### config.mk
export PLATFORM = sky130hd
export DESIGN_NAME = serial_command_port
export DESIGN_NICKNAME = d
export VERILOG_FILES = /design/src/design/scp_pkg.sv /design/src/design/scp_ifs.sv /design/src/design/serial_command_port.sv /design/src/design/char_receiver.sv /design/src/design/setpoint_store.sv
export SDC_FILE = /design/constraint.sdc
export NUM_CORES = 1
export LEC_CHECK = 0
export ABC_CLOCK_PERIOD_IN_PS = 4200
export BUFFER_PORTS_ARGS = -buffer_cell sky130_fd_sc_hd__buf_4
export CAP_MARGIN = 20
export CORE_MARGIN = 5
export CORE_UTILIZATION = 61
export CTS_CLUSTER_SIZE = 28
export DETAILED_ROUTE_END_ITERATION = 8
export PLACE_DENSITY = 0.81
export RECOVER_POWER = 100
export SYNTH_ARGS = -nofsm -noshare
export SYNTH_HDL_FRONTEND = slang
export SYNTH_SLANG_ARGS = --single-unit
### constraint.sdc
create_clock -name sys_clk -period 4.2 [get_ports sys_clk]
set_clock_uncertainty 0.15 [all_clocks]
set_input_delay 0.84 -clock sys_clk [delete_from_list [all_inputs] [get_ports sys_clk]]
set_output_delay 0.84 -clock sys_clk [all_outputs]
set_load 0.02 [all_outputs]
### src/design/scp_pkg.sv
// Constants, types and helpers shared by the serial command port files.
package scp_pkg;

   // ----------------------------------------------------------------
   // Timing
   // ----------------------------------------------------------------
   localparam int CLK_HZ = 50_000_000;
   localparam int OVS = 16;
   localparam int BAUD_2400 = 2400;
   localparam int BAUD_4800 = 4800;
   localparam int BAUD_9600 = 9600;
   localparam int BAUD_19200 = 19200;
   localparam logic [10:0] DIV_2400 = 11'(CLK_HZ / (OVS * BAUD_2400));
   localparam logic [10:0] DIV_4800 = 11'(CLK_HZ / (OVS * BAUD_4800));
   localparam logic [10:0] DIV_9600 = 11'(CLK_HZ / (OVS * BAUD_9600));
   localparam logic [10:0] DIV_19200 = 11'(CLK_HZ / (OVS * BAUD_19200));

   // ----------------------------------------------------------------
   // Characters and switches
   // ----------------------------------------------------------------
   localparam logic [7:0] ATTN_CHAR = 8'h24;
   localparam logic [7:0] CMD_END = 8'h0d;
   localparam int SW_PROTO = 4;
   localparam int SW_IF485 = 5;
   localparam int SW_IF232 = 6;
   localparam logic [6:0] SW_RESET = 7'h00;
   localparam logic [7:0] ADDR_RESET = 8'h00;

   // ----------------------------------------------------------------
   // Register map and fields
   // ----------------------------------------------------------------
   localparam logic [7:0] OFS_STATUS = 8'h00;
   localparam logic [7:0] OFS_MASK = 8'h04;
   localparam logic [7:0] OFS_CONFIG = 8'h08;
   localparam logic [7:0] OFS_CMD_CTRL = 8'h0c;
   localparam logic [7:0] OFS_RANGE_LO = 8'h10;
   localparam logic [7:0] OFS_RANGE_HI = 8'h14;
   localparam logic [7:0] OFS_CMD_BASE = 8'h40;
   localparam logic [7:0] OFS_SP_BASE = 8'h80;
   localparam logic [7:0] OFS_CAL_BASE = 8'ha0;
   localparam int ST_CMD = 0;
   localparam int ST_PAR = 1;
   localparam int ST_FRM = 2;
   localparam int ST_OVR = 3;
   localparam int ST_SPC = 4;
   localparam int ST_W = 5;
   localparam logic [ST_W-1:0] MASK_RESET = 5'h00;
   localparam int SP_EN_BIT = 16;

   typedef enum logic [1:0] {RATE_2400, RATE_4800, RATE_9600, RATE_19200} rate_t;
   typedef enum logic [2:0] {RX_IDLE, RX_START, RX_DATA, RX_PAR, RX_STOP} rx_state_t;
   typedef enum logic [1:0] {FR_ATTN, FR_ADDR, FR_COLLECT, FR_HOLD} frame_state_t;

   function automatic logic [10:0] rate_div(rate_t r);
      case (r)
         RATE_2400: return DIV_2400;
         RATE_4800: return DIV_4800;
         RATE_19200: return DIV_19200;
         default: return DIV_9600;
      endcase
   endfunction : rate_div

endpackage : scp_pkg

### src/design/scp_ifs.sv
// Interfaces between the command port top and its receiver and store.
interface rx_char_if;
   logic tick;
   logic par_en;
   logic rxd;
   logic valid;
   logic [7:0] data;
   logic par_err;
   logic frm_err;
   modport ctl (output tick, output par_en, output rxd,
                input valid, input data, input par_err, input frm_err);
   modport rx (input tick, input par_en, input rxd,
               output valid, output data, output par_err, output frm_err);
endinterface : rx_char_if

interface store_if #(parameter int N_SP = 5, parameter int N_CH = 5);
   logic sp_we;
   logic cal_we;
   logic lo_we;
   logic hi_we;
   logic [2:0] idx;
   logic [16:0] wdata;
   logic [N_SP-1:0][16:0] sp;
   logic [N_CH-1:0][15:0] cal;
   logic [15:0] lo;
   logic [15:0] hi;
   logic sp_cleared;
   modport ctl (output sp_we, output cal_we, output lo_we, output hi_we, output idx,
                output wdata, input sp, input cal, input lo, input hi, input sp_cleared);
   modport store (input sp_we, input cal_we, input lo_we, input hi_we, input idx,
                  input wdata, output sp, output cal, output lo, output hi, output sp_cleared);
endinterface : store_if

### src/design/serial_command_port.sv
// Serial command front end: switch setup, command framing and registers.
//
// Design decisions made here: the register offsets and strobed register access.

module serial_command_port
   import scp_pkg::*;
#(
   parameter int CMD_DEPTH = 16,
   parameter int N_SP = 5,
   parameter int N_CH = 5
)
(
   input wire logic sys_clk,
   input wire logic rstn,
   input wire logic rxd,
   input wire logic [6:0] serial_setup_switch_bank,
   input wire logic [7:0] node_address_switch_bank,
   input wire logic [1:0] units_sel,
   input wire logic [N_CH-1:0][3:0] module_type,
   input wire logic [N_CH-1:0][3:0] head_range,
   input wire logic [N_CH-1:0][15:0] factory_cal,
   input wire logic [7:0] reg_addr,
   input wire logic [31:0] reg_wdata,
   input wire logic reg_wr,
   input wire logic reg_rd,
   output logic [31:0] reg_rdata,
   output logic irq,
   output logic multidrop_mode,
   output logic rs485_sel,
   output logic rs232_sel,
   output logic reply_allowed
);
   if (CMD_DEPTH < 1 || CMD_DEPTH > 16)
      $error("serial_command_port supports a command depth of 1 to 16");

   localparam int LEN_W = $clog2(CMD_DEPTH + 1);
   localparam logic [LEN_W-1:0] LEN_FULL = LEN_W'(CMD_DEPTH);

   // ----------------------------------------------------------------
   // Helpers
   // ----------------------------------------------------------------
   function automatic logic [2:0] decode_rate(logic [3:0] sw);
      case (sw)
         4'h1: return {RATE_2400, 1'b1};
         4'he: return {RATE_2400, 1'b0};
         4'h2: return {RATE_4800, 1'b1};
         4'hd: return {RATE_4800, 1'b0};
         4'h4: return {RATE_9600, 1'b1};
         4'hb: return {RATE_9600, 1'b0};
         4'h8: return {RATE_19200, 1'b1};
         4'h7: return {RATE_19200, 1'b0};
         default: return {RATE_9600, 1'b1};
      endcase
   endfunction : decode_rate

   function automatic logic in_window(logic [7:0] a, logic [7:0] base, int n);
      return (a[1:0] == 2'h0) && (a >= base) && ({1'b0, a} < {1'b0, base} + 9'(4 * n));
   endfunction : in_window

   function automatic logic [5:0] word_index(logic [7:0] a, logic [7:0] base);
      logic [7:0] d;
      d = a - base;
      return d[7:2];
   endfunction : word_index

   // ----------------------------------------------------------------
   // State
   // ----------------------------------------------------------------
   typedef struct packed {
      logic [2:0] rx_s;
      logic rxd_q;
      logic [6:0] sw_s1;
      logic [6:0] sw_s2;
      logic [6:0] sw_s3;
      logic [6:0] sw_q;
      logic [7:0] ad_s1;
      logic [7:0] ad_s2;
      logic [7:0] ad_s3;
      logic [7:0] ad_q;
      logic [10:0] div_cnt;
      logic tick;
      frame_state_t fr;
      logic [LEN_W-1:0] len;
      logic [CMD_DEPTH-1:0][7:0] cmd;
      logic [ST_W-1:0] status;
      logic [ST_W-1:0] mask;
      logic [31:0] rdata;
   } port_t;
   port_t s_q, s_d;

   rx_char_if rx_link ();
   store_if #(.N_SP(N_SP), .N_CH(N_CH)) st_link ();

   rate_t rate;
   logic par_en;
   logic md;
   frame_state_t restart;
   logic [5:0] bus_idx;

   assign {rate, par_en} = decode_rate(s_q.sw_q[3:0]);
   assign md = s_q.sw_q[SW_PROTO];
   assign restart = md ? FR_ATTN : FR_COLLECT;
   assign bus_idx = word_index(reg_addr, reg_addr >= OFS_CAL_BASE ? OFS_CAL_BASE :
                               reg_addr >= OFS_SP_BASE ? OFS_SP_BASE : OFS_CMD_BASE);

   // ----------------------------------------------------------------
   // Store write decode
   // ----------------------------------------------------------------
   assign st_link.wdata = reg_wdata[16:0];
   assign st_link.idx = bus_idx[2:0];
   assign st_link.lo_we = reg_wr && reg_addr == OFS_RANGE_LO;
   assign st_link.hi_we = reg_wr && reg_addr == OFS_RANGE_HI;
   assign st_link.sp_we = reg_wr && in_window(reg_addr, OFS_SP_BASE, N_SP);
   assign st_link.cal_we = reg_wr && in_window(reg_addr, OFS_CAL_BASE, N_CH);

   assign rx_link.tick = s_q.tick;
   assign rx_link.par_en = par_en;
   assign rx_link.rxd = s_q.rxd_q;

   // ----------------------------------------------------------------
   // Next state
   // ----------------------------------------------------------------
   always_comb
   begin
      s_d = s_q;
      s_d.tick = 1'b0;
      s_d.rdata = 32'h0000_0000;

      // Pins pass three flops; a change is taken once the last two agree.
      s_d.rx_s = {s_q.rx_s[1:0], rxd};
      if (s_q.rx_s[1] == s_q.rx_s[2])
         s_d.rxd_q = s_q.rx_s[2];
      s_d.sw_s1 = serial_setup_switch_bank;
      s_d.sw_s2 = s_q.sw_s1;
      s_d.sw_s3 = s_q.sw_s2;
      if (s_q.sw_s2 == s_q.sw_s3)
         s_d.sw_q = s_q.sw_s3;
      s_d.ad_s1 = node_address_switch_bank;
      s_d.ad_s2 = s_q.ad_s1;
      s_d.ad_s3 = s_q.ad_s2;
      if (s_q.ad_s2 == s_q.ad_s3)
         s_d.ad_q = s_q.ad_s3;

      // A new rate takes effect at the next reload, so the count in progress still runs out at the old rate.
      if (s_q.div_cnt == 11'h000)
      begin
         s_d.tick = 1'b1;
         s_d.div_cnt = rate_div(rate) - 11'h001;
      end
      else
         s_d.div_cnt = s_q.div_cnt - 11'h001;

      // ----------------------------------------------------------------
      // Register port
      // ----------------------------------------------------------------
      if (reg_rd)
      begin
         if (reg_addr == OFS_STATUS)
         begin
            s_d.rdata = 32'(s_q.status);
            s_d.status = '0;
         end
         else if (reg_addr == OFS_MASK)
            s_d.rdata = 32'(s_q.mask);
         else if (reg_addr == OFS_CONFIG)
            s_d.rdata = {16'h0000, s_q.ad_q, 3'h0, rs485_sel, md, par_en, rate};
         else if (reg_addr == OFS_CMD_CTRL)
            s_d.rdata = {16'h0000, 8'(s_q.len), 7'h00, s_q.fr == FR_HOLD};
         else if (reg_addr == OFS_RANGE_LO)
            s_d.rdata = 32'(st_link.lo);
         else if (reg_addr == OFS_RANGE_HI)
            s_d.rdata = 32'(st_link.hi);
         else if (in_window(reg_addr, OFS_CMD_BASE, CMD_DEPTH))
            s_d.rdata = 32'(s_q.cmd[bus_idx[3:0]]);
         else if (in_window(reg_addr, OFS_SP_BASE, N_SP))
            s_d.rdata = 32'(st_link.sp[bus_idx[2:0]]);
         else if (in_window(reg_addr, OFS_CAL_BASE, N_CH))
            s_d.rdata = 32'(st_link.cal[bus_idx[2:0]]);
      end
      if (reg_wr)
      begin
         if (reg_addr == OFS_MASK)
            s_d.mask = reg_wdata[ST_W-1:0];
         else if (reg_addr == OFS_CMD_CTRL && reg_wdata[0] && s_q.fr == FR_HOLD)
         begin
            s_d.fr = restart;
            s_d.len = '0;
         end
      end

      // ----------------------------------------------------------------
      // Command framing
      // ----------------------------------------------------------------
      if (md != s_q.sw_q[SW_PROTO] || s_d.sw_q[SW_PROTO] != md)
      begin
         if (s_q.fr != FR_HOLD)
         begin
            s_d.fr = s_d.sw_q[SW_PROTO] ? FR_ATTN : FR_COLLECT;
            s_d.len = '0;
         end
      end
      else if (rx_link.valid)
      begin
         if (s_q.fr == FR_HOLD)
            s_d.status[ST_OVR] = 1'b1;
         else if (rx_link.par_err || rx_link.frm_err)
         begin
            s_d.len = '0;
            s_d.fr = restart;
            s_d.status[ST_PAR] = s_q.status[ST_PAR] | rx_link.par_err;
            s_d.status[ST_FRM] = s_q.status[ST_FRM] | rx_link.frm_err;
            if (rx_link.par_err)
               s_d.status[ST_PAR] = 1'b1;
            if (rx_link.frm_err)
               s_d.status[ST_FRM] = 1'b1;
         end
         else
         begin
            case (s_q.fr)
               FR_ATTN:
                  if (rx_link.data == ATTN_CHAR)
                     s_d.fr = FR_ADDR;
               FR_ADDR:
               begin
                  if (rx_link.data == s_q.ad_q)
                  begin
                     s_d.fr = FR_COLLECT;
                     s_d.len = '0;
                  end
                  else if (rx_link.data != ATTN_CHAR)
                     s_d.fr = FR_ATTN;
               end
               FR_COLLECT:
               begin
                  if (md && rx_link.data == ATTN_CHAR)
                  begin
                     s_d.fr = FR_ADDR;
                     s_d.len = '0;
                  end
                  else if (rx_link.data == CMD_END)
                  begin
                     s_d.fr = FR_HOLD;
                     s_d.status[ST_CMD] = 1'b1;
                  end
                  else if (s_q.len == LEN_FULL)
                  begin
                     s_d.fr = restart;
                     s_d.len = '0;
                     s_d.status[ST_OVR] = 1'b1;
                  end
                  else
                  begin
                     s_d.cmd[s_q.len[3:0]] = rx_link.data;
                     s_d.len = s_q.len + LEN_W'(1);
                  end
               end
               default: s_d.fr = restart;
            endcase
         end
      end

      // Events are applied last, so a set beats a clear by read.
      if (st_link.sp_cleared)
         s_d.status[ST_SPC] = 1'b1;
   end

   // ----------------------------------------------------------------
   // Registers
   // ----------------------------------------------------------------
   always_ff @(posedge sys_clk or negedge rstn)
   begin
      if (!rstn)
      begin
         s_q <= '0;
         s_q.rx_s <= 3'h7;
         s_q.rxd_q <= 1'b1;
         s_q.sw_q <= SW_RESET;
         s_q.ad_q <= ADDR_RESET;
         s_q.fr <= FR_COLLECT;
         s_q.mask <= MASK_RESET;
      end
      else
         s_q <= s_d;
   end

   // ----------------------------------------------------------------
   // Submodules and outputs
   // ----------------------------------------------------------------
   char_receiver u_rx (
      .sys_clk(sys_clk),
      .rstn(rstn),
      .link(rx_link.rx)
   );

   setpoint_store #(.N_SP(N_SP), .N_CH(N_CH)) u_store (
      .sys_clk(sys_clk),
      .rstn(rstn),
      .units_sel(units_sel),
      .module_type(module_type),
      .head_range(head_range),
      .factory_cal(factory_cal),
      .bus(st_link.store)
   );

   assign reg_rdata = s_q.rdata;
   assign irq = |(s_q.status & s_q.mask);
   assign multidrop_mode = md;
   // Interface from switches six and seven.
   assign rs485_sel = s_q.sw_q[SW_IF485] & ~s_q.sw_q[SW_IF232];
   assign rs232_sel = ~rs485_sel;
   // Replies only for a held, clean command.
   assign reply_allowed = (s_q.fr == FR_HOLD);

endmodule : serial_command_port

### src/design/char_receiver.sv
// Oversampling serial character receiver with even parity check.
module char_receiver
   import scp_pkg::*;
(
   input wire logic sys_clk,
   input wire logic rstn,
   rx_char_if.rx link
);
   typedef struct packed {
      rx_state_t st;
      logic [3:0] os;
      logic [2:0] nbit;
      logic [7:0] sh;
      logic par;
      logic valid;
      logic [7:0] data;
      logic perr;
      logic ferr;
   } rx_t;
   rx_t s_q, s_d;

   always_comb
   begin
      s_d = s_q;
      s_d.valid = 1'b0;
      if (link.tick)
      begin
         s_d.os = s_q.os + 4'h1;
         case (s_q.st)
            RX_IDLE:
            begin
               s_d.os = 4'h0;
               if (!link.rxd)
                  s_d.st = RX_START;
            end
            RX_START:
               if (s_q.os == 4'h7)
               begin
                  s_d.os = 4'h0;
                  s_d.nbit = 3'h0;
                  s_d.par = 1'b0;
                  s_d.st = link.rxd ? RX_IDLE : RX_DATA;
               end
            RX_DATA:
               if (s_q.os == 4'hf)
               begin
                  s_d.sh = {link.rxd, s_q.sh[7:1]};
                  s_d.par = s_q.par ^ link.rxd;
                  s_d.nbit = s_q.nbit + 3'h1;
                  if (s_q.nbit == 3'h7)
                     s_d.st = link.par_en ? RX_PAR : RX_STOP;
               end
            RX_PAR:
               if (s_q.os == 4'hf)
               begin
                  s_d.par = s_q.par ^ link.rxd;
                  s_d.st = RX_STOP;
               end
            RX_STOP:
               if (s_q.os == 4'hf)
               begin
                  s_d.valid = 1'b1;
                  s_d.data = s_q.sh;
                  s_d.perr = link.par_en & s_q.par;
                  s_d.ferr = ~link.rxd | s_q.sh[7];
                  s_d.st = RX_IDLE;
               end
            default: s_d.st = RX_IDLE;
         endcase
      end
   end

   always_ff @(posedge sys_clk or negedge rstn)
   begin
      if (!rstn)
         s_q <= '0;
      else
         s_q <= s_d;
   end

   assign link.valid = s_q.valid;
   assign link.data = s_q.data;
   assign link.par_err = s_q.perr;
   assign link.frm_err = s_q.ferr;

endmodule : char_receiver

### src/design/setpoint_store.sv
// Set point and calibration store that reacts to configuration changes.
module setpoint_store
   import scp_pkg::*;
#(
   parameter int N_SP = 5,
   parameter int N_CH = 5
)
(
   input wire logic sys_clk,
   input wire logic rstn,
   input wire logic [1:0] units_sel,
   input wire logic [N_CH-1:0][3:0] module_type,
   input wire logic [N_CH-1:0][3:0] head_range,
   input wire logic [N_CH-1:0][15:0] factory_cal,
   store_if.store bus
);
   if (N_SP < 1 || N_SP > 8 || N_CH < 1 || N_CH > 8)
      $error("setpoint_store supports 1 to 8 set points and channels");

   typedef struct packed {
      logic primed;
      logic [1:0] units;
      logic [N_CH-1:0][3:0] mtype;
      logic [N_CH-1:0][3:0] head;
      logic [N_SP-1:0][16:0] sp;
      logic [N_CH-1:0][15:0] cal;
      logic [15:0] lo;
      logic [15:0] hi;
      logic cleared;
   } store_t;
   store_t s_q, s_d;

   always_comb
   begin
      logic changed;
      changed = 1'b0;
      s_d = s_q;
      s_d.cleared = 1'b0;
      if (bus.lo_we) s_d.lo = bus.wdata[15:0];
      if (bus.hi_we) s_d.hi = bus.wdata[15:0];
      if (bus.sp_we) s_d.sp[bus.idx] = bus.wdata;
      if (bus.cal_we) s_d.cal[bus.idx] = bus.wdata[15:0];
      s_d.primed = 1'b1;
      s_d.units = units_sel;
      s_d.mtype = module_type;
      s_d.head = head_range;
      if (s_q.primed)
      begin
         changed = (units_sel != s_q.units);
         for (int c = 0; c < N_CH; c++)
            if (module_type[c] != s_q.mtype[c] || head_range[c] != s_q.head[c])
            begin
               changed = 1'b1;
               s_d.cal[c] = factory_cal[c];
            end
         for (int i = 0; i < N_SP; i++)
            if (changed && (s_d.sp[i][15:0] < s_q.lo || s_d.sp[i][15:0] > s_q.hi))
            begin
               s_d.sp[i] = '0;
               s_d.cleared = 1'b1;
            end
      end
   end

   always_ff @(posedge sys_clk or negedge rstn)
   begin
      if (!rstn)
         s_q <= '0;
      else
         s_q <= s_d;
   end

   assign bus.sp = s_q.sp;
   assign bus.cal = s_q.cal;
   assign bus.lo = s_q.lo;
   assign bus.hi = s_q.hi;
   assign bus.sp_cleared = s_q.cleared;

endmodule : setpoint_store

======== Word level (Yosys, flattened, before mapping) ========
Memories as Yosys holds them, arrays and structs flattened.
Index checks and enable logic that the tools add are counted.
word-level totals
  register bits ........................... 524
  bits in latches ......................... 0
  memory bits (writable) .................. 0
  bits in read-only memories .............. 48
  output and inout bits ................... 37
  memories kept ........................... 1
operators by class
  add/subtract/negate cells ............... 6
  multipliers ............................. 0
  divide/modulo/power cells ............... 0
  $lt $le $gt $ge ......................... 21
  equal/unequal tests ..................... 44
  shift-type cells ........................ 0
  multiplexer cells ....................... 118
  bitwise operators ....................... 16
  reduce and logical (&&, ||, !) cells .... 50
memory list
  memory            depth  width  read ports  clocked after Yosys merged registers in  write ports  RTL line                   text
  (name not given)  16     3      1           0                                        0            serial_command_port.sv:43  case (sw)
operators with widths
  operator                                    number
  128-bit two-way mux                         4
  17-bit two-way mux                          16
  135-bit two-way mux                         2
  165-bit two-way mux                         1
  133-bit two-way mux                         1
  128-bit bitwise mux                         1
  16-bit two-way mux                          8
  85-bit bitwise mux                          1
  85-bit two-way mux                          1
  80-bit bitwise mux                          1
  16-bit > comparator                         5
  16-bit < comparator                         5
  80-bit two-way mux                          1
  11-bit two-way mux                          5
  17-bit binary-select mux with 3-bit select  1
  17-bit demux with 3-bit select              1
  7-bit two-way mux                           7
  16-bit binary-select mux with 3-bit select  1
  16-bit demux with 3-bit select              1
  4-bit inequality test                       10
  11-bit one-hot mux with 3 select lines      1
  8-bit binary-select mux with 4-bit select   1
  8-bit demux with 4-bit select               1
  1-bit two-way mux                           28
  other kinds (66)                            151

======== Longest topological paths before layout ========
Gate-level depths: netlist of run 1.
  depth in word-level cells ............... 18
  depth in mapped cells ................... 17
  depth with buffers taken out ............ 13

======== Hierarchy ========
A second synthesis of run 1 with hierarchy kept.
second synthesis, totals
  cell total of the unflattened synthesis .. 2764
  area total of the unflattened synthesis .. 29726.0 µm²
modules (own cells, without submodules)
  module               times used  cells an instance  area an instance (µm²)  sequential area each (µm²)
  setpoint_store       1           1488               15117.0                 6030.8
  serial_command_port  1           1140               13153.9                 5962.0
  char_receiver        1           136                1455.1                  750.7

======== Worst setup path after synthesis of run 1 ========
Ideal clock, no wire load.
  kind .................................... input port to flip-flop
  start point ............................. input port reg_addr[5]
  end point ............................... register u_store.s_q (netlist bit u_store.bus.sp[67])
  arrival time ............................ 4337 ps
  setup slack ............................. -405 ps
  cell stages on the path ................. 16
  buffers on the path ..................... 5
  cell sequence ........................... buf_6 -> or4_4 -> buf_6 -> or3_4 -> buf_6 -> clkbuf_1 -> mux2_2 -> ha_1 -> a21o_1 -> nand3_1 -> a21oi_1 -> a2111oi_0 -> a211oi_2 -> nor3_4 -> buf_8 -> nor2_2
RTL lines
  what                  RTL line                   text
  from (decl)           serial_command_port.sv:22  input wire logic [7:0] reg_addr,
  to (signal assigned)  setpoint_store.sv:68       s_q <= '0;
  to (signal assigned)  setpoint_store.sv:70       s_q <= s_d;
  to (decl)             setpoint_store.sv:31       store_t s_q, s_d;

==> summary by stage, run 1 <==
Placed design
The half-perimeter wire length after placement is around 62000 um. At the placement stage, the worst setup path has a slack of -293 ps. The weighted congestion at the end of routability-driven global placement is between 1 and 1.5. In this run the tool buffered the top-level ports with between 150 and 200 buffer cells.

Setup path
STA classifies the critical path startpoint as an input pin. The start point of the critical path is reg_addr[1]. The startpoint identified for the worst register-to-register timing path is s_q[221].

The kind of capture point of the worst setup path is a flip-flop. The worst setup path category is input pin to flip-flop. The peak fanout along the critical path is 11. For the worst setup path, the data required time is 4590 ps. At the worst endpoint, the arrival time is 4510 ps.

Logic synthesis
By count the netlist is led by sky130_fd_sc_hd__dfrtp_1, sky130_fd_sc_hd__mux2_2, sky130_fd_sc_hd__a21oi_1. The Yosys step of the flow raised 0 warnings. By area the synthesized netlist is led by sky130_fd_sc_hd__dfrtp_1, sky130_fd_sc_hd__mux2_2, sky130_fd_sc_hd__ha_1, sky130_fd_sc_hd__mux2i_1, sky130_fd_sc_hd__mux4_2. The most used standard cell by instance count after synthesis is sky130_fd_sc_hd__dfrtp_1.

The number of synthesized register bits is approximately 510. The post-synthesis cell area is approximately 0.028 mm^2. Summed over all instances, the cell type with the most area after synthesis is sky130_fd_sc_hd__dfrtp_1. In this run, synthesis inferred 0 flip-flops with an integrated enable. The average cell area after synthesis is between 10 and 15 um^2. The most frequently used flop master after synthesis is sky130_fd_sc_hd__dfrtp_1. The number of distinct library cells after synthesis is 93. The post-synthesis sequential area ratio is 0.458. In the synthesized netlist the async set-or-reset flop fraction comes to 1.00. The area fraction of the dominant cell type after synthesis is 0.453. Synthesis produced 2502 cells.

Clocking
The total of cells resized after clock tree synthesis is 0. The clock slew at the register clock pins of the worst setup and hold paths is around 60 ps. For the worst-skew pair, the clock arrives at the later sink with an insertion delay of ~610 ps. CTS placed an instance of sky130_fd_sc_hd__clkbuf_16 at the clock tree root. The TritonCTS clock tree is done. The maximum number of buffers from clock root to sink is 3.

The number of hold buffers added after CTS is 0. Once the clock tree was built, the setup fixing pass inserted 0 buffers. The clock drives 509 sinks. The H-tree was split into 2 levels. The total clock buffers created by CTS is 54.

Global route
The number of antenna violations at the first check in global routing is 2. The total overflow left after global routing is 0. The maximum number of pins on one net before global-route repair is around 110. The global-route wire length before repair is roughly 130000 um. The via count of the first global-routing pass is roughly 23000. The total global routing track utilization is 0.331.

Routing
The first detailed-routing pass took 6 iterations. For this run, design rule violations remaining after detail routing come to 0. The count of nets left with antenna violations once routing finished came out at 0. The per-cell routed wire length is 24.4 um.

The initial detailed-routing violation count is around 2200. The number of vias in the routed layout is 21819. Using the TritonRoute via totals, the vias-per-cell ratio works out to between 6 and 7. After detailed routing, the total wire length is between 80000 and 90000 um.

Outcome
The run finished, with violations left. The checks that failed: max-capacitance violations, max-slew violations.

Floorplan
The core area is roughly 0.045 mm^2. The starting utilization of the core area is 0.615. The floorplan die area is 0.0500 mm^2.

The floorplan step set the die width to 224 um. about 220 I/O pins were placed. Measured along the y axis, the die boundary spans around 220 um. In this run the core area contains 78 standard-cell rows.

Layout
The repair_antennas step left the layout with diodes totalling 0. In the final design database the tool counted around 3100 nets. The layout overhead on the synthesized area is 15.7%. The share of layout cells above drive strength 1 is 0.258.

Timing
The number of failing hold endpoints at the final stage is 0. The relative slew slack is -0.379. The final-report max-slew violation count came to between 70 and 80. The worst hold slack after final layout is between 150 and 200 ps. Setup violations remaining at the end of the flow were counted as 0.

At the pin with the least slew margin, the transition time is approximately 2100 ps. The post-route fraction of the period consumed by the critical path is 0.981. The maximum operating frequency is about 0.24 GHz. Setup repair after global routing left no endpoint under its margin. The shortest period the worst path allows is 4120 ps. The final setup slack of the worst path is roughly 81 ps.

Min path
The worst hold path begins at rxd. The worst hold path belongs to the class input pin to flip-flop.

Job
The number of violations of the max-capacitance limit is 2.

Power
Across the VDD grid, the largest voltage drop is between 0.4 and 0.5 mV. The analysis attributes to cell leakage a power of between 15 and 20 nW. The total power divided by cell area is roughly 370 mW/mm^2.
critical path, cell delays in order:
cell,delay (ps)
sky130_fd_sc_hd__clkbuf_1,120
sky130_fd_sc_hd__or4_4,600
sky130_fd_sc_hd__buf_4,190
sky130_fd_sc_hd__or2_0,340
sky130_fd_sc_hd__nor3_1,1220
sky130_fd_sc_hd__a22oi_1,240
sky130_fd_sc_hd__o21ai_0,160
sky130_fd_sc_hd__clkbuf_1,290
sky130_fd_sc_hd__o22ai_1,170
sky130_fd_sc_hd__a21oi_1,170
sky130_fd_sc_hd__buf_4,170
where the power goes:
group	internal, mW	switching (mW)	leakage [nW]
clock network	3.00	2.02	0.921
logic	0.594	0.964	7.78
registers	5.09	0.177	6.55
worst paths after layout:
kind / slack (ps) / end / cells past startpoint
min reg2reg: 190 / s_d[234] / 0
max reg2reg: 750 / s_q[188] / 13
max: 80 / reg_rdata[10] / 11
min: 190 / s_d[251] / 1
min in group asynchronous: 680 / u_store.bus.cal[42] / 1
max in group asynchronous: 780 / u_store.s_q[199] / 2
metal layers:
metal | vias up | part of all wire | global-route usage
met2 | 1039 | 0.48 | 0.546
met3 | 284 | 0.078 | 0.0666
met4 | 4 | 0.053 | 0.152
li1 | 9637 | - | -
met1 | 10855 | 0.39 | 0.425
met5 | - | 0.00030 | 0
metrics by stage:
step	setup TNS (ps)	area, um^2	util	power (mW)	instances
final	0	32200	0.712	11.9	3431
after global routing	0	32200	0.712	12.3	3431
after CTS	0	32700	0.723	12.0	3431
after detailed placement	-13390	30800	0.681	6.94	3331
after global placement	-9520	30800	0.681	6.88	3331
after floorplan	-43.3	28000	-	6.17	2516
cells by family (layout without fill, tap and decap cells):
group	after synthesis	after routing	share of synthesized area
adder cells (fa/ha/maj)	176	176	0.0790
XOR/XNOR	74	74	0.0233
AND/OR/NAND/NOR	594	594	0.108
flip-flops	509	509	0.458
other	2	16	0.000270
multiplexers	404	404	0.178
AO/OA/AOI/OAI	510	510	0.114
buffers and inverters	233	548	0.0399
cells in the final DEF (no fill, tap or decap), types with 8 or more instances in the layout:
| cell type | instances |
|---|---|
| sky130_fd_sc_hd__nor4_1 | 21 |
| sky130_fd_sc_hd__mux2_2 | 245 |
| sky130_fd_sc_hd__a21o_1 | 20 |
| sky130_fd_sc_hd__o211ai_1 | 11 |
| sky130_fd_sc_hd__clkbuf_16 | 54 |
| sky130_fd_sc_hd__conb_1 | 16 |
| sky130_fd_sc_hd__xor2_1 | 52 |
| sky130_fd_sc_hd__nor2b_2 | 9 |
| sky130_fd_sc_hd__clkbuf_2 | 10 |
| sky130_fd_sc_hd__mux2i_1 | 106 |
| sky130_fd_sc_hd__clkbuf_8 | 15 |
| sky130_fd_sc_hd__a211oi_1 | 17 |
| sky130_fd_sc_hd__xnor2_1 | 22 |
| sky130_fd_sc_hd__nand4_1 | 34 |
| sky130_fd_sc_hd__a22oi_1 | 11 |
| sky130_fd_sc_hd__clkinv_2 | 9 |
| sky130_fd_sc_hd__a21oi_1 | 194 |
| sky130_fd_sc_hd__nand2_1 | 158 |
| sky130_fd_sc_hd__o21a_1 | 11 |
| sky130_fd_sc_hd__and2_0 | 8 |
| sky130_fd_sc_hd__o22ai_1 | 25 |
| sky130_fd_sc_hd__clkbuf_1 | 91 |
| sky130_fd_sc_hd__a21boi_0 | 25 |
| sky130_fd_sc_hd__ha_1 | 172 |
| sky130_fd_sc_hd__mux4_2 | 47 |
| sky130_fd_sc_hd__a31oi_1 | 16 |
| sky130_fd_sc_hd__nand3_1 | 55 |
| sky130_fd_sc_hd__inv_1 | 67 |
| sky130_fd_sc_hd__nor2b_1 | 42 |
| sky130_fd_sc_hd__nor3_1 | 21 |
| sky130_fd_sc_hd__clkbuf_4 | 23 |
| sky130_fd_sc_hd__nor2_1 | 178 |
| sky130_fd_sc_hd__or3_1 | 11 |
| sky130_fd_sc_hd__o21ai_0 | 96 |
| sky130_fd_sc_hd__nand2b_1 | 16 |
| sky130_fd_sc_hd__dfrtp_1 | 504 |
| sky130_fd_sc_hd__buf_4 | 264 |
area by class of cell:
cell class	count	area (um^2)
repair buffers	381	2550
well taps	600	751
multi-input cells	1774	14000
clock inverters	22	302
flip-flops and latches	509	12700
fillers	3325	13100
clock buffers	78	1590
inverters	67	251
Power figures use the tool's default switching activity.
==> inputs of run 2 (changes only) <==
--- a/config.mk
+++ b/config.mk
@@ -5,7 +5,7 @@
 export SDC_FILE = /design/constraint.sdc
 export NUM_CORES = 1
 export LEC_CHECK = 0
-export ABC_CLOCK_PERIOD_IN_PS = 4200
+export ABC_CLOCK_PERIOD_IN_PS = 3800
 export BUFFER_PORTS_ARGS = -buffer_cell sky130_fd_sc_hd__buf_4
 export CAP_MARGIN = 20
 export CORE_MARGIN = 5
@@ -14,6 +14,7 @@
 export DETAILED_ROUTE_END_ITERATION = 8
 export PLACE_DENSITY = 0.81
 export RECOVER_POWER = 100
+export SETUP_SLACK_MARGIN = 0.5
 export SYNTH_ARGS = -nofsm -noshare
 export SYNTH_HDL_FRONTEND = slang
 export SYNTH_SLANG_ARGS = --single-unit
==> constraint.sdc (replaced) <==
create_clock -name sys_clk -period 3.8 [get_ports sys_clk]
set_clock_uncertainty 0.15 [all_clocks]
set_input_delay 0.76 -clock sys_clk [delete_from_list [all_inputs] [get_ports sys_clk]]
set_output_delay 0.76 -clock sys_clk [all_outputs]
set_load 0.02 [all_outputs]
==> summary by stage, run 2 (synthesized netlist as in run 1, its figures left out) <==
Floorplan
~220 I/O pins were placed. The die boundary height is 224 um. The number of placement rows is 78. The total area inside the core boundary comes to roughly 0.045 mm^2. The floorplan die area is 0.0500 mm^2. Measured along the x axis, the die boundary spans 224 um.

The starting utilization of the core area is 0.615.

Timing
Dividing the final minimum period by the clock period gives 1.00. At the pin with the least slew margin, the transition time is between 2000 and 2500 ps. The relative slew slack is -0.602. Setup violations remaining at the end of the flow were counted as 11. Setup repair after global routing could not meet its margin everywhere. The number of failing hold endpoints at the final stage came to 0.

The worst hold slack after final layout is about 92 ps. The maximum operating frequency is 0.262 GHz. The shortest period the worst path allows is around 3800 ps. Across all setup checks in the final design, the least slack found is -10.3 ps. The final-report max-slew violation count is 87.

Clocking
The clock drives roughly 510 sinks. For the worst-skew pair, the clock arrives at the later sink with an insertion delay of roughly 630 ps. The maximum number of buffers from clock root to sink is 3.

TritonCTS built the clock tree. The clock slew at the register clock pins of the worst setup and hold paths is ~60 ps. CTS placed an instance of sky130_fd_sc_hd__clkbuf_16 at the clock tree root. The H-tree generated during clock tree synthesis spans 2 levels.

After clock tree synthesis, the flow added hold-fix buffers numbering 0. In this run, CTS created clock tree buffers numbering 54.

Power
The overall power consumption is 13.3 mW. The total power divided by cell area is 394 mW/mm^2. Across the VDD grid, the largest voltage drop is 0.451 mV.

In this run the static leakage power is about 16 nW.

Layout
The fill cell instance count of the final layout is about 3100. The area of combinational cells with multiple inputs is between 0.015 and 0.02 mm^2. The net count of the finished layout is 3191. Once layout is complete, the utilization of the core stands at 0.749.

The combined flip-flop and latch cell area is approximately 0.013 mm^2. The count of placed standard cells in the final layout, fillers left out is around 3500. Once layout is done, the placed cells without fillers occupy between 0.03 and 0.04 mm^2. Leaving out fill and tap cells, the most frequent cell in the layout is sky130_fd_sc_hd__dfrtp_1. In the final layout, the share of cells above drive strength 1 is 0.322. The layout overhead on the synthesized area is 21.7%. The top cell types in the final layout, fill and taps aside, are sky130_fd_sc_hd__dfrtp_1, sky130_fd_sc_hd__buf_4, sky130_fd_sc_hd__mux2_2. 0 antenna diodes ended up in the layout.

Placed design
Routability-driven placement finished with a final weighted congestion of around 1.0. The count of placed standard cells including taps is approximately 3300. The instance area after placement is about 0.031 mm^2. Summed over all nets, the half-perimeter wirelength after detailed placement is 62900 um. The number of buffer cells added on primary ports is between 150 and 200.

Global route
The number of antenna violations at the first check in global routing is 1. The via count of the first global-routing pass is 22843. The remaining global-route overflow is 0. Entering global routing, the biggest net connects 88 pins.

The total global routing track utilization is 0.342. The first global-routing pass estimated ~130000 um of wire.

Routing
The initial detailed-routing violation count is 2268. The number of optimization iterations in the first detailed-route pass is 8. The count of nets left with antenna violations after detail routing is 0.

The final layout contains routed wiring with a total length of just under 90000 um. In the routed layout, each cell is associated on average with a via count of between 6 and 7. The per-cell routed wire length is approximately 25 um. The number of design rule violations left after detail routing is 0.

Detailed routing inserted a total of 22324 vias.

Setup path
The required time of the worst setup path is between 4000 and 5000 ps. By startpoint and endpoint, the worst setup path is classified as input pin to flip-flop. Of all nets on the critical path, the largest fanout is 8. The startpoint kind of the worst setup timing path is an input pin. The worst setup path is captured at a flip-flop.

Data arrives at the worst endpoint at around 4200 ps.

Outcome
The run finished, with violations left. The final reports fail on max-capacitance violations, max-slew violations, negative setup slack.

Min path
The worst hold path class is input pin to flip-flop.

Job
Max-cap violations in this run came to 1.
[run 2: cell count changes in the layout (fill, tap and decap cells not counted), sizes merged]
cell    before  now
bufinv       6    4
inv         68   69
or3         12   14
clkinv      10   17
buf        266  337
clkbuf     193  161
nand4       35   36
[run 2: path summary, 6_finish.rpt]
check                                 start                          to  slack (ps)  depth (start not counted)
worst max-delay path            reg_addr[1]          u_store.bus.sp[67]         -10                         14
worst min-delay path                    rxd                    s_d[251]          90                          1
worst max register to register     s_q[221]                    s_q[188]         490                         12
worst min register to register     s_d[240]                    s_d[233]         190                          0
max in group asynchronous              rstn  asynchronous set/reset pin         590                          2
min in group asynchronous              rstn         u_store.bus.cal[41]         680                          1
[run 2: area by class of cell]
cell class	instances	area share
clock inverter	28	0.00841
clock buffer	73	0.0455
tap	600	0.0221
timing repair buffer	425	0.0960
inverter	67	0.00742
sequential	509	0.376
multi-input combinational	1777	0.445
[run 2: timing repair]
action | CTS | global route
gates cloned | 6 | 1
pin swaps | 27 | 27
setup buffers | 19 | 12
gates resized for setup | 92 | 85
endpoints found under the setup margin | 87 | 87
[run 2: routing by layer]
metal	track usage	share of wire
met4	0.162	0.057
met2	0.558	0.48
met1	0.439	0.38
met3	0.0746	0.081
met5	0	0.00015
[run 2: per-stage QoR]
stage / setup slack [ps] / setup TNS [ps]
after detailed placement: -565 / -39510
after floorplan: -363 / -11290
after global routing: -66.7 / -1130
after global placement: -503 / -34750
final: -10.3 / -51.9
after CTS: 122 / 0
[run 2: power breakdown]
group / internal, mW / switching [mW]
combinational: 0.881 / 1.23
sequential: 5.63 / 0.203
clock: 3.13 / 2.28
total: 9.64 / 3.71
[run 2: worst max-delay path, stage by stage]
cell,delay (ps)
sky130_fd_sc_hd__buf_8,100
sky130_fd_sc_hd__or4_4,640
sky130_fd_sc_hd__or3_4,490
sky130_fd_sc_hd__mux2_4,370
sky130_fd_sc_hd__ha_4,270
sky130_fd_sc_hd__nand4_1,170
sky130_fd_sc_hd__or3_1,440
sky130_fd_sc_hd__a21oi_2,130
sky130_fd_sc_hd__a211oi_2,60
sky130_fd_sc_hd__buf_4,160
sky130_fd_sc_hd__nor3_4,220
sky130_fd_sc_hd__buf_6,140
sky130_fd_sc_hd__buf_16,150
sky130_fd_sc_hd__nor2_2,50
==> inputs of run 3 (changes only) <==
--- a/config.mk
+++ b/config.mk
@@ -8,13 +8,12 @@
 export ABC_CLOCK_PERIOD_IN_PS = 3800
 export BUFFER_PORTS_ARGS = -buffer_cell sky130_fd_sc_hd__buf_4
 export CAP_MARGIN = 20
-export CORE_MARGIN = 5
+export CORE_MARGIN = 4
 export CORE_UTILIZATION = 61
 export CTS_CLUSTER_SIZE = 28
 export DETAILED_ROUTE_END_ITERATION = 8
 export PLACE_DENSITY = 0.81
 export RECOVER_POWER = 100
-export SETUP_SLACK_MARGIN = 0.5
 export SYNTH_ARGS = -nofsm -noshare
 export SYNTH_HDL_FRONTEND = slang
 export SYNTH_SLANG_ARGS = --single-unit
==> summary by stage, run 3 (synthesized netlist as in run 1, its figures left out) <==
Placed design
Including well taps, the total number of placed cells is 3374. Prior to clock tree synthesis, the placed netlist has a worst setup slack of -742 ps. At the end of routability-driven placement, the weighted congestion stood at about 1.0. The half-perimeter wire length after placement is 64900 um. The number of buffer cells added on primary ports is between 150 and 200.

Clocking
Clock-pin slew was measured on the worst setup and hold paths at roughly 60 ps. The source-to-sink clock delay at the later pin of the worst-skew pair is ~630 ps. TritonCTS built the clock tree.

In this run the number of H-tree levels came out at 2. The total clock buffers created by CTS is 52. No sink is reached through more buffers than the 3 on the longest clock path. The master cell of the clock root buffer is sky130_fd_sc_hd__clkbuf_16. Clock tree synthesis found a total of 509 sinks.

Routing
The per-cell routed wire length is between 20 and 30 um. In this run the remaining antenna-violating nets after routing total 0. The final route contains 22489 vias. The mean number of vias per cell is approximately 6.4. The total detailed-routing wirelength is between 90000 and 100000 um.

The number of design rule violations left after detail routing is 1. The number of optimization iterations in the first detailed-route pass is 9. After the first detailed-routing iteration, the DRC count stood at 2782.

Outcome
The final reports fail on design-rule violations, max-capacitance violations, max-slew violations, negative setup slack. The run finished, with violations left.

Floorplan
During I/O placement, the number of pins put on the boundary was 219. The die covers around 0.05 mm^2. The starting utilization of the core area is 0.615.

The die is between 200 and 250 um tall. The number of placement rows is 78. After floorplanning, the core was sized to cover between 0.04 and 0.05 mm^2.

The die span in x is about 220 um.

Global route
The global-route wire length before repair is 136000 um. Entering global routing, the biggest net connects about 100 pins. The via count of the first global-routing pass was around 23000.

The number of antenna violations at the first check in global routing was 5. The remaining global-route overflow is 0. For this run, the total global-route usage over all layers was measured as 0.355.

Power
Summing internal, switching and leakage power gives roughly 13 mW. The peak ir drop on the vdd network is roughly 0.41 mV. The analysis attributes to cell leakage a power of 15.8 nW. Dividing total power by cell area gives a power density of 399 mW/mm^2.

Setup path
The required time of the worst setup path is around 4200 ps. The kind of capture point of the worst setup path is a flip-flop. Data on the critical path arrives at its endpoint at 4310 ps. In this run the critical register-to-register path is captured at s_q[188]. In this run the critical register-to-register path is launched from s_q[221]. The most critical setup path has its endpoint at u_store.bus.sp[37]. The startpoint kind of the worst setup timing path is an input pin. The peak fanout along the critical path is 7.

The setup path with the least slack is of type input pin to flip-flop. Measured in cells, the most critical reg-to-reg path has a length of 13. The critical path starts at reg_addr[6].

Across all register-to-register paths, the minimum setup slack is 190 ps.

Layout
Excluding fillers, the count of instances in the completed layout stands at between 3000 and 4000. In the final layout, the share of cells above drive strength 1 is 0.308. Once layout is complete, the utilization of the core stands at 0.743. After the last flow step, the layout net total stands at 3209.

In the layout the commonest cells are sky130_fd_sc_hd__dfrtp_1, sky130_fd_sc_hd__buf_4, sky130_fd_sc_hd__mux2_2. The combined flip-flop and latch cell area is roughly 0.013 mm^2. The fill cell instance count of the final layout is about 3100. The layout overhead on the synthesized area is 20.9%.

The library cell used most frequently in the layout, excluding fill and tap cells, is sky130_fd_sc_hd__dfrtp_1. The area of combinational cells with multiple inputs is 0.0147 mm^2.

Timing
After layout, the worst setup slack is -117 ps. The relative slew slack is -0.276. The sum of negative setup slack is -3070 ps. Setup violations remaining at the end of the flow were counted as 50. The final-report max-slew violation count was between 60 and 70. The shortest period the worst path allows is roughly 4000 ps. Of the available clock period, the critical path in the final layout requires 1.03.

The transition at the pin with the smallest max-transition slack is 1910 ps. Setup repair after global routing could not meet its margin everywhere. The maximum operating frequency is 0.255 GHz.

The number of failing hold endpoints at the final stage is 0.

Job
Max-cap violations in this run came to 1.

Min path
In this run the worst hold path is classified as input pin to flip-flop.
[run 3: what timing repair did]
action	in CTS	in global routing
gates resized for setup	15	77
hold endpoints to repair	44	0
cloned	2	6
pin swaps	3	26
setup buffers	1	14
setup endpoints to repair	62	80
hold buffers	1	0
[run 3: power by group]
| part | total, mW | internal (mW) | switching, mW |
|---|---|---|---|
| Sequential | 5.84 | 5.63 | 0.213 |
| Clock | 5.58 | 3.36 | 2.22 |
| Combinational | 2.00 | 0.798 | 1.21 |
| Total | 13.4 | 9.78 | 3.64 |
[run 3: layer usage]
metal  global-route usage  share of wire  vias to the layer above
met2                0.595           0.49                     1139
met3               0.0694          0.077                      339
met5                    0        0.00014                        -
met4                0.170          0.057                        2
met1                0.447           0.38                    11246
li1                     -              -                     9763
[run 3: stage by stage]
stage	area [um^2]	hold slack, ps
after CTS	33400	82.4
after global routing	33700	100
final	33700	113
after global placement	31400	183
after detailed placement	31400	185
after floorplan	28200	181
[run 3: critical path, cell delays in order]
cell and delay [ps]:
sky130_fd_sc_hd__buf_8 100, sky130_fd_sc_hd__nor4b_4 250, sky130_fd_sc_hd__buf_4 190, sky130_fd_sc_hd__buf_6 140, sky130_fd_sc_hd__nand4_4 190, sky130_fd_sc_hd__mux2_4 390
sky130_fd_sc_hd__ha_4 270, sky130_fd_sc_hd__nand4_1 260, sky130_fd_sc_hd__or4_4 640, sky130_fd_sc_hd__a211o_1 310, sky130_fd_sc_hd__a32oi_2 290, sky130_fd_sc_hd__buf_4 170
sky130_fd_sc_hd__nor2_4 50, sky130_fd_sc_hd__clkbuf_16 190, sky130_fd_sc_hd__nor2b_1 110
[run 3: worst min-delay path by stage]
stage               endpoint                         from  slack, ps  depth (start not counted)
detailed placement  s_d[199]                     s_d[207]        180                          0
finish              s_d[251]                          rxd        110                          1
CTS                 s_d[206]  node_address_switch_bank[1]         80                          1
floorplan           s_d[197]                     s_d[205]        180                          0
global placement    s_d[231]                     s_d[238]        180                          0
global route        s_d[251]                          rxd        100                          1
[run 3: area by class of cell]
| cell class | count | share of cell area |
|---|---|---|
| clock buffer | 78 | 0.0449 |
| antenna | 1 | 0.0000743 |
| sequential | 509 | 0.379 |
| tap | 600 | 0.0223 |
| inverter | 67 | 0.00747 |
| multi-input combinational | 1778 | 0.436 |
| clock inverter | 16 | 0.0102 |
| timing repair buffer | 444 | 0.100 |
